File: src/tscp_pkg.sv
// Constants and types of the serial command port
package tscp_pkg;
    // ------------------------------------------------------------
    // Clock and bit rates
    // ------------------------------------------------------------
    localparam int CLK_HZ = 40_000_000;
    localparam int BAUD_4800 = 4800;
    localparam int BAUD_9600 = 9600;
    localparam int BAUD_19200 = 19200;
    localparam int BAUD_38400 = 38400;
    localparam int CNT_W = 14;
    // ------------------------------------------------------------
    // Configuration encodings and reset values
    // ------------------------------------------------------------
    localparam logic [1:0] BAUD_SEL_4800 = 2'h0;
    localparam logic [1:0] BAUD_SEL_9600 = 2'h1;
    localparam logic [1:0] BAUD_SEL_19200 = 2'h2;
    localparam logic [1:0] BAUD_SEL_38400 = 2'h3;
    localparam logic [1:0] BAUD_SEL_DEF = BAUD_SEL_9600;
    localparam logic [1:0] PAR_NONE = 2'h0;
    localparam logic [1:0] PAR_EVEN = 2'h1;
    localparam logic [1:0] PAR_ODD = 2'h2;
    localparam logic [1:0] PAR_DEF = PAR_NONE;
    localparam logic [4:0] ADDR_MAX = 5'h1e;
    localparam logic [4:0] ADDR_DEF = 5'h00;
    // ------------------------------------------------------------
    // Frame layout
    // ------------------------------------------------------------
    localparam logic [7:0] NEWLINE = 8'h0a;
    localparam logic [3:0] DATA_BITS = 4'h8;
    localparam logic [3:0] FRAME_BITS_NOPAR = 4'ha;
    localparam logic [3:0] FRAME_BITS_PAR = 4'hb;
    localparam int MSG_DEPTH_DEF = 64;
    // ------------------------------------------------------------
    // State encodings
    // ------------------------------------------------------------
    typedef enum logic [4:0] {
        RX_IDLE = 5'h01,
        RX_START = 5'h02,
        RX_DATA = 5'h04,
        RX_PAR = 5'h08,
        RX_STOP = 5'h10
    } tscp_rx_t;
    typedef enum logic [1:0] {
        TX_IDLE = 2'h1,
        TX_SEND = 2'h2
    } tscp_tx_t;
endpackage : tscp_pkg

File: src/tscp_port.sv
// Serial command port: receiver, message buffer, transmitter
`timescale 1ns/1ps
`default_nettype none
module tscp_port #(
    parameter int MSG_DEPTH = tscp_pkg::MSG_DEPTH_DEF,
    parameter logic [13:0] PER_4800 = 14'(tscp_pkg::CLK_HZ / tscp_pkg::BAUD_4800),
    parameter logic [13:0] PER_9600 = 14'(tscp_pkg::CLK_HZ / tscp_pkg::BAUD_9600),
    parameter logic [13:0] PER_19200 = 14'(tscp_pkg::CLK_HZ / tscp_pkg::BAUD_19200),
    parameter logic [13:0] PER_38400 = 14'(tscp_pkg::CLK_HZ / tscp_pkg::BAUD_38400)
) (
    // Clock and reset
    input wire logic ref_clk_i,
    input wire logic arst_n_i,
    // Configuration
    input wire logic cfg_load_i,
    input wire logic [1:0] cfg_baud_i,
    input wire logic [1:0] cfg_parity_i,
    input wire logic [4:0] cfg_addr_i,
    output logic [4:0] addr_o,
    output logic [1:0] baud_o,
    output logic [1:0] parity_o,
    // Serial pins
    input wire logic rxd_i,
    output logic txd_o,
    // Received message stream
    output logic msg_valid_o,
    input wire logic msg_ready_i,
    output logic [7:0] msg_data_o,
    output logic msg_last_o,
    // Response bytes to send
    input wire logic tx_valid_i,
    output logic tx_ready_o,
    input wire logic [7:0] tx_data_i,
    // Status pulses
    output logic frame_err_o,
    output logic parity_err_o,
    output logic overrun_o
);
    import tscp_pkg::*;

    localparam int PW = $clog2(MSG_DEPTH + 1);

    typedef struct packed {
        logic rx_s1;
        logic rx_s2;
        logic [1:0] baud_sel;
        logic [1:0] par_sel;
        logic [4:0] addr;
        tscp_rx_t rx_st;
        logic [CNT_W-1:0] rx_cnt;
        logic [3:0] rx_bit;
        logic [7:0] rx_sh;
        logic rx_perr;
        tscp_tx_t tx_st;
        logic [CNT_W-1:0] tx_cnt;
        logic [3:0] tx_left;
        logic [10:0] tx_sh;
        logic txd;
        logic [MSG_DEPTH-1:0][7:0] mem;
        logic [PW-1:0] wr_ptr;
        logic [PW-1:0] rd_ptr;
        logic [PW-1:0] len;
        logic draining;
        logic [1:0][8:0] f_ent;
        logic f_head;
        logic [1:0] f_cnt;
        logic ferr;
        logic perr;
        logic ovr;
    } tscp_state_t;

    tscp_state_t r;
    tscp_state_t next_r;
    logic [CNT_W-1:0] period;
    logic bit_end;
    logic good_byte;
    logic pop;
    logic push;

    // ------------------------------------------------------------
    // Bit period from the selected rate
    // ------------------------------------------------------------
    always_comb
    begin
        case (r.baud_sel)
            BAUD_SEL_4800: period = PER_4800;
            BAUD_SEL_19200: period = PER_19200;
            BAUD_SEL_38400: period = PER_38400;
            default: period = PER_9600;
        endcase
    end

    // Outputs straight from state
    assign addr_o = r.addr;
    assign baud_o = r.baud_sel;
    assign parity_o = r.par_sel;
    assign txd_o = r.txd;
    assign tx_ready_o = (r.tx_st == TX_IDLE);
    assign msg_valid_o = (r.f_cnt != 2'h0);
    assign msg_data_o = r.f_ent[r.f_head][7:0];
    assign msg_last_o = r.f_ent[r.f_head][8];
    assign frame_err_o = r.ferr;
    assign parity_err_o = r.perr;
    assign overrun_o = r.ovr;
    assign bit_end = (r.rx_cnt == period - 14'h0001);
    assign pop = msg_valid_o && msg_ready_i;
    assign push = r.draining && (r.f_cnt != 2'h2);

    // ------------------------------------------------------------
    // Next-state logic
    // ------------------------------------------------------------
    always_comb
    begin
        next_r = r;
        good_byte = 1'b0;
        next_r.rx_s1 = rxd_i;
        next_r.rx_s2 = r.rx_s1;
        next_r.ferr = 1'b0;
        next_r.perr = 1'b0;
        next_r.ovr = 1'b0;
        // Local configuration load, address limited to 0..30
        if (cfg_load_i)
        begin
            next_r.baud_sel = cfg_baud_i;
            if (cfg_parity_i != 2'h3)
                next_r.par_sel = cfg_parity_i;
            if (cfg_addr_i <= ADDR_MAX)
                next_r.addr = cfg_addr_i;
        end
        // Receiver with mid-bit sampling
        next_r.rx_cnt = r.rx_cnt + 14'h0001;
        case (r.rx_st)
            RX_IDLE:
            begin
                next_r.rx_cnt = '0;
                if (!r.rx_s2)
                    next_r.rx_st = RX_START;
            end
            RX_START:
            begin
                if (r.rx_cnt == (period >> 1))
                begin
                    next_r.rx_cnt = '0;
                    next_r.rx_bit = '0;
                    next_r.rx_perr = 1'b0;
                    next_r.rx_st = r.rx_s2 ? RX_IDLE : RX_DATA;
                end
            end
            RX_DATA:
            begin
                if (bit_end)
                begin
                    next_r.rx_cnt = '0;
                    next_r.rx_sh = {r.rx_s2, r.rx_sh[7:1]};
                    next_r.rx_bit = r.rx_bit + 4'h1;
                    if (r.rx_bit == DATA_BITS - 4'h1)
                        next_r.rx_st = (r.par_sel == PAR_NONE) ? RX_STOP : RX_PAR;
                end
            end
            RX_PAR:
            begin
                if (bit_end)
                begin
                    next_r.rx_cnt = '0;
                    next_r.rx_perr = r.rx_s2 != ((^r.rx_sh) ^ (r.par_sel == PAR_ODD));
                    next_r.rx_st = RX_STOP;
                end
            end
            default:
            begin
                if (bit_end)
                begin
                    next_r.rx_st = RX_IDLE;
                    next_r.ferr = !r.rx_s2;
                    next_r.perr = r.rx_s2 && r.rx_perr;
                    good_byte = r.rx_s2 && !r.rx_perr;
                end
            end
        endcase
        // Message store: collect until newline, then drain
        if (good_byte)
        begin
            if (r.draining)
                next_r.ovr = 1'b1;
            else if (r.wr_ptr == PW'(MSG_DEPTH))
            begin
                next_r.ovr = 1'b1;
                next_r.wr_ptr = '0;
            end
            else
            begin
                next_r.mem[r.wr_ptr] = r.rx_sh;
                next_r.wr_ptr = r.wr_ptr + 1'b1;
                if (r.rx_sh == NEWLINE)
                begin
                    next_r.draining = 1'b1;
                    next_r.len = r.wr_ptr + 1'b1;
                    next_r.rd_ptr = '0;
                end
            end
        end
        // Two-entry output buffer
        if (pop)
            next_r.f_head = !r.f_head;
        if (push)
        begin
            next_r.f_ent[r.f_head ^ r.f_cnt[0]] =
                {(r.rd_ptr + 1'b1 == r.len), r.mem[r.rd_ptr]};
            next_r.rd_ptr = r.rd_ptr + 1'b1;
            if (r.rd_ptr + 1'b1 == r.len)
            begin
                next_r.draining = 1'b0;
                next_r.wr_ptr = '0;
            end
        end
        next_r.f_cnt = r.f_cnt + {1'b0, push} - {1'b0, pop};
        // Transmitter, LSB first, no gating lines
        case (r.tx_st)
            TX_IDLE:
            begin
                next_r.txd = 1'b1;
                next_r.tx_cnt = '0;
                if (tx_valid_i)
                begin
                    next_r.tx_st = TX_SEND;
                    next_r.txd = 1'b0;
                    if (r.par_sel == PAR_NONE)
                    begin
                        next_r.tx_sh = {2'h3, tx_data_i, 1'b0};
                        next_r.tx_left = FRAME_BITS_NOPAR;
                    end
                    else
                    begin
                        next_r.tx_sh = {1'b1, (^tx_data_i) ^ (r.par_sel == PAR_ODD),
                            tx_data_i, 1'b0};
                        next_r.tx_left = FRAME_BITS_PAR;
                    end
                end
            end
            default:
            begin
                next_r.tx_cnt = r.tx_cnt + 14'h0001;
                if (r.tx_cnt == period - 14'h0001)
                begin
                    next_r.tx_cnt = '0;
                    next_r.tx_sh = {1'b1, r.tx_sh[10:1]};
                    next_r.txd = r.tx_sh[1];
                    next_r.tx_left = r.tx_left - 4'h1;
                    if (r.tx_left == 4'h1)
                    begin
                        next_r.tx_st = TX_IDLE;
                        next_r.txd = 1'b1;
                    end
                end
            end
        endcase
    end

    // ------------------------------------------------------------
    // State register
    // ------------------------------------------------------------
    always_ff @(posedge ref_clk_i or negedge arst_n_i)
    begin
        if (!arst_n_i)
        begin
            r <= '0;
            r.rx_s1 <= 1'b1;
            r.rx_s2 <= 1'b1;
            r.baud_sel <= BAUD_SEL_DEF;
            r.par_sel <= PAR_DEF;
            r.addr <= ADDR_DEF;
            r.rx_st <= RX_IDLE;
            r.tx_st <= TX_IDLE;
            r.txd <= 1'b1;
        end
        else
            r <= next_r;
    end
endmodule // tscp_port
`default_nettype wire

File: config.mk
export PLATFORM = sky130hd
export DESIGN_NAME = tscp_port
export DESIGN_NICKNAME = d
export VERILOG_FILES = /design/src/tscp_pkg.sv /design/src/tscp_port.sv
export SDC_FILE = /design/constraint.sdc
export NUM_CORES = 1
export LEC_CHECK = 0
export ABC_AREA = 1
export BUFFER_PORTS_ARGS = -buffer_cell sky130_fd_sc_hd__buf_2
export CAP_MARGIN = 10
export CORE_AREA = 3 3 381 383
export CTS_CLUSTER_DIAMETER = 30
export DETAILED_ROUTE_END_ITERATION = 8
export DIE_AREA = 0 0 384 386
export PLACE_DENSITY = 0.37
export SLEW_MARGIN = 20
export SYNTH_ARGS = -nofsm -noshare
export SYNTH_HDL_FRONTEND = slang
export SYNTH_SLANG_ARGS = --single-unit
File: constraint.sdc
create_clock -name ref_clk_i -period 2.56 [get_ports ref_clk_i]
set_clock_uncertainty 0.2 [all_clocks]
set_input_delay 0.512 -clock ref_clk_i [delete_from_list [all_inputs] [get_ports ref_clk_i]]
set_output_delay 0.512 -clock ref_clk_i [all_outputs]
set_load 0.05 [all_outputs]
-- After elaboration in Yosys (flattened, before gate mapping)
Index checks and enable logic that the tools add are counted.
- logic and storage cells: 219
- bits of input ports: 23
- output and inout port bits: 24
- flip-flop bits (word level): 633
- order comparisons: 7
- bitwise operators: 5
- add/sub/neg operators: 9
- reductions and logical operators: 33
- multiplexer cells: 48
- equal/unequal tests: 27
- operators by type and width (operator ; number):
    512-bit bitwise mux ; 1
    32-bit two-way mux ; 2
    14-bit case mux with 4 select lines ; 1
    8-bit binary-select mux with 6-bit select ; 1
    8-bit demux with 6-bit select ; 1
    22-bit two-way mux ; 2
    14-bit case mux with 3 select lines ; 1
    19-bit two-way mux ; 2
    31-bit two-way mux ; 1
    15-bit two-way mux ; 2
    14-bit by 1-bit adder with 14-bit output (second input constant) ; 2
    14-bit == test ; 2
    9-bit two-way mux ; 3
    23-bit two-way mux ; 1
    5-bit two-way mux ; 4
    5-bit case mux with 4 select lines ; 1
    18-bit bitwise mux ; 1
    2-bit != test (second input constant) ; 9
    16-bit two-way mux ; 1
    8-bit two-way mux ; 2
    8-bit XOR reduction ; 2
    7-bit by 1-bit adder with 7-bit output (second input constant) ; 2
    14-bit by 13-bit == test with 1-bit output ; 1
    7-bit < comparator (second input constant) ; 2
    43 further kinds ; 82

-- Depth between registers and ports, before layout
- word-level depth: 9
- mapped depth: 17
- mapped depth without buffers: 15

-- Worst setup path after synthesis
No wires, ideal clock.
- kind: register -> register
- start point: reg r[40] (netlist bit)
- end point: reg r[306] (netlist bit)
- setup slack: 20 ps
- setup time: 67 ps
- arrival time: 2273 ps
- clock period less this slack: 2540 ps
- required time: 2293 ps
- stages on the path, launching flop included: 13
- path buffers: 4
- cell sequence: dfrtp_1 -> clkbuf_1 -> clkinv_1 -> ha_1 -> nor3b_1 -> nand3_1 -> nand2_1 -> inv_2 -> buf_4 -> buf_2 -> clkbuf_1 -> nand4_1 -> nand2_1
- word-level cells in the longest chain between the ends: 5
- RTL lines (element ; line ; source):
    from (decl) ; tscp_port.sv:72 ; tscp_state_t r;
    from (signal assigned) ; tscp_port.sv:277 ; r <= next_r;
    7-bit by 1-bit greater-or-equal comparator with 1-bit output (not written as such) / 7-bit < comparator (equally long branches) ; tscp_port.sv:192 ; next_r.mem[r.wr_ptr] = r.rx_sh;
    1-bit logical AND (not written as such) ; tscp_port.sv:192 ;
    8-bit two-way mux (not written as such) ; tscp_port.sv:192 ;
    8-bit demux with 6-bit select ; tscp_port.sv:192 ;
    512-bit bitwise mux ; tscp_port.sv:192 ;
Parallel ways exist; a longest one is shown, timed or not.
A chain may end at the register's enable or synchronous reset.

-- Worst setup path in the final report
- start point: reg r (netlist bit baud_o[0])
- end point: reg r[300] (netlist bit)
- word-level cells in the longest chain between the ends: 7
- RTL lines (element ; line ; source):
    2-bit == test / 2-bit zero test (equally long branches) ; tscp_port.sv:85 ; case (r.baud_sel)
    14-bit case mux with 3 select lines * ; tscp_port.sv:85 ;
    14-bit by 1-bit subtractor with 14-bit output * ; tscp_port.sv:105 ; assign bit_end = (r.rx_cnt == period - 14'h0001);
    14-bit == test * ; tscp_port.sv:105 ;
    1-bit two-way mux * ; tscp_port.sv:171 ; if (bit_end)
    1-bit two-way mux * ; tscp_port.sv:132 ; case (r.rx_st)
    3-bit AND reduction (no line) * ; - ;
Every way passes the cells marked *; elsewhere a longest branch is shown, timed or not.

==> run metrics <==
number of flops mapped to enable cells by yosys=0; TritonCTS Buffers=199; Post-Route WL=141 mm; Iter 0 DRT Violations=2603; Final Worst Setup Slack=-0.252 ns; drt via density=4.68; post-route ant nets=0; Period Utilization, post-route=110%; Global Route Usage Sum=19.0%; worst hold-check path type=in -> reg; fraction of layout instances using a drive strength above 1=23.6%; Final Util=35.1%; Final Slew Violations=0; final setup fails=548; Residual DRC=0; initial core utilization=25.0%; Int Pwr=28.2 mW; Worst setup SP type=flop; clk_lat worst skew=0.80 ns; WHS=0.119 ns; diode count=0; YS warnings=0; cells after synthesis=4808; Clock transition at path regs=0.04 ns; global route total overflow=0; Post-synth ARST share=100%; sequential share of the synthesized area=44.6%; Avg WL per Cell=19.3 um; vias in the first global route=34800; core box area=142000 sq um; FP Rows=138; mapped cell area=35500 sq um; P_sw=9.09 mW; Max rail drop VDD=0.681 mV; final net count=5298; Final min period=2.81 ns; Syn Area/Cell=7.38 sq um; htree depth=4; total power=37.3 mW; DRT Pass-1 Iters=5; pwr dens=751 nW/um^2; kind of critical path=reg -> reg; final RePlAce weighted congestion=0.808; Worst EP required=3.03 ns; CTS root buffer=clkbuf_16; synth-to-layout area growth=40.1%; Detailed Place HPWL=88.1 mm; I/O pins=47; die area=148000 sq um; Placed Area=40600 sq um; IO buf count=46; DR vias=34200; sequential power share=28.3%; status=finished, violations left; Comb power frac=7.1%; failing checks=negative setup slack; Syn Nets=4852; CTS tree=yes; clk buf depth=3; Final Hold Viols=0; Switching Fraction=24.4%; CTS sink count=632; synthesized flop and latch total=632; largest net degree at the start of global routing=90; Relative slew margins=54.4%; worst-path fanout max=8; count of cell types in the netlist=43; initial antenna violation count=0; die extent in y=386 um; Die Wd=384 um; RSZ-0062 raised after global routing=true; CP Capture Type=flop; Fmax=356 MHz; power share of the clock group=64.6%; first-pass GRT wire length=216 mm; # Max-Cap Violations=0; dominant synthesized flop cell=dfrtp_1; Final Instance Area=49700 sq um; Leakage Power=24.8 nW; CP arrival=3.28 ns; Worst Tran Pin Value=0.684 ns
==> power by group through the flow <==
stage	logic, mW	registers (mW)	clock network, mW
2_1_floorplan	1.35	10.7	0
3_3_place_gp	2.47	10.7	0
3_5_place_dp	2.48	10.7	0
4_1_cts	2.67	10.6	24.6
5_1_grt	2.96	10.6	25.2
6_report	2.64	10.6	24.1
==> metal layers <==
metal | vias to the layer above | share of wire [%] | track usage, %
met5 | - | 0 | 0
met4 | 0 | 2.3 | 5.83
met3 | 207 | 3.9 | 2.94
met2 | 702 | 46 | 30.1
met1 | 16600 | 48 | 26.6
li1 | 16700 | - | -
==> worst max-delay path, stage by stage, from the launching register on <==
cell	delay, ns
dfstp_2	0.37
buf_6	0.13
inv_8	0.07
ha_4	0.17
inv_6	0.05
buf_4	0.13
nand2_1	0.06
nand2_1	0.05
nor2_1	0.11
nand2_1	0.07
nor2_2	0.12
nand3_2	0.11
nor2_4	0.12
buf_12	0.13
buf_16	0.17
buf_12	0.17
buf_12	0.13
nand3_4	0.13
nand2_2	0.11
nand2_2	0.05
==> synth_stat cells, types with 21 or more instances <==
| library cell | count | area share, % |
|---|---|---|
| clkbuf_1 | 204 | 2.2 |
| o211ai_1 | 32 | 0.68 |
| buf_2 | 33 | 0.47 |
| ha_1 | 21 | 0.74 |
| nor3_1 | 31 | 0.44 |
| nor3_2 | 64 | 1.8 |
| o21ai_0 | 47 | 0.66 |
| nor2_1 | 89 | 0.94 |
| xnor2_1 | 28 | 0.69 |
| a21oi_1 | 23 | 0.32 |
| nand3_1 | 358 | 5.0 |
| inv_1 | 328 | 3.5 |
| buf_6 | 55 | 1.7 |
| or2_2 | 54 | 0.95 |
| dfrtp_1 | 626 | 44 |
| nand4_1 | 533 | 9.4 |
| buf_1 | 25 | 0.26 |
| xor2_1 | 24 | 0.59 |
| nand2_1 | 2122 | 22 |
==> registers in the layout, indices dropped and copies added, names as in the netlist <==
register / count
overrun_o: 1
baud_o: 2
addr_o: 5
r: 618
frame_err_o: 1
txd_o: 1
parity_err_o: 1
next_r: 1
parity_o: 2
==> path summary, 6_finish.rpt <==
check | from | to | slack (ns) | cells past startpoint
hold / removal | cfg_load_i | addr_o[2] | 0.12 | 4
max in group asynchronous | arst_n_i | r[260] | 1.14 | 3
min in group asynchronous | arst_n_i | r[223] | 0.24 | 3
hold reg to reg | next_r[631] | r[631] | 0.15 | 0
setup reg to reg | baud_o[0] | r[300] | -0.25 | 19
setup / recovery | baud_o[0] | r[300] | -0.25 | 19
==> placed cells by master, fill, tap and decap left out, types with 19 or more instances in the layout <==
cell,synthesis,layout
clkbuf_16,0,204
nand4_1,533,533
inv_1,328,323
nand3_4,20,34
o21ai_0,47,46
nand3_2,8,19
nor2_1,89,84
o211ai_1,32,32
clkbuf_8,0,50
buf_6,55,33
buf_4,14,345
dfrtp_1,626,614
dlygate4sd3_1,0,29
nand3_1,358,333
clkinv_2,0,40
nand2_1,2122,1950
or2_2,54,54
clkbuf_1,204,45
nand2_2,0,168
xnor2_1,28,28
nor3_2,64,66
nor3_1,31,29
buf_12,0,93
xor2_1,24,24
buf_2,33,44
a21oi_1,23,23
==> metrics by stage <==
stage | std cells | setup slack (ns) | setup TNS, ns
3_5_place_dp | 6840 | -0.532 | -214.99
3_3_place_gp | 6840 | -0.488 | -202.30
2_1_floorplan | 4808 | 0.0204 | 0
5_1_grt | 7310 | -0.390 | -180.33
6_report | 7310 | -0.252 | -89.37
4_1_cts | 7295 | -0.232 | -88.40
==> kinds of logic (layout without fill, tap and decap cells) <==
group	after synthesis	after routing	synth area share [%]
fa+ha+maj	21	21	0.740
flops	632	632	44.6
compound gates	116	116	1.94
simple gates	3297	3297	42.6
xor+xnor	52	52	1.28
mux	4	4	0.127
buf+inv	686	1298	8.75
==> cell type report <==
| type | count | area [sq um] |
|---|---|---|
| multi-input cells | 3490 | 17400 |
| clock buffers | 295 | 5860 |
| fillers | 14900 | 92000 |
| well taps | 1890 | 2360 |
| repair buffers | 579 | 6110 |
| flip-flops and latches | 632 | 15900 |
| inverters | 352 | 1350 |
| clock inverters | 72 | 838 |
==> repair_timing <==
| action | CTS | global route |
|---|---|---|
| hold buffers | 29 | 0 |
| pin swaps | 45 | 22 |
| cloned | 14 | 4 |
| endpoints found under the setup margin | 617 | 626 |
| resized for setup | 177 | 158 |
| buffers inserted | 45 | 13 |
| endpoints found under the hold margin | 588 | 0 |
(Power assumes the default switching activity.)
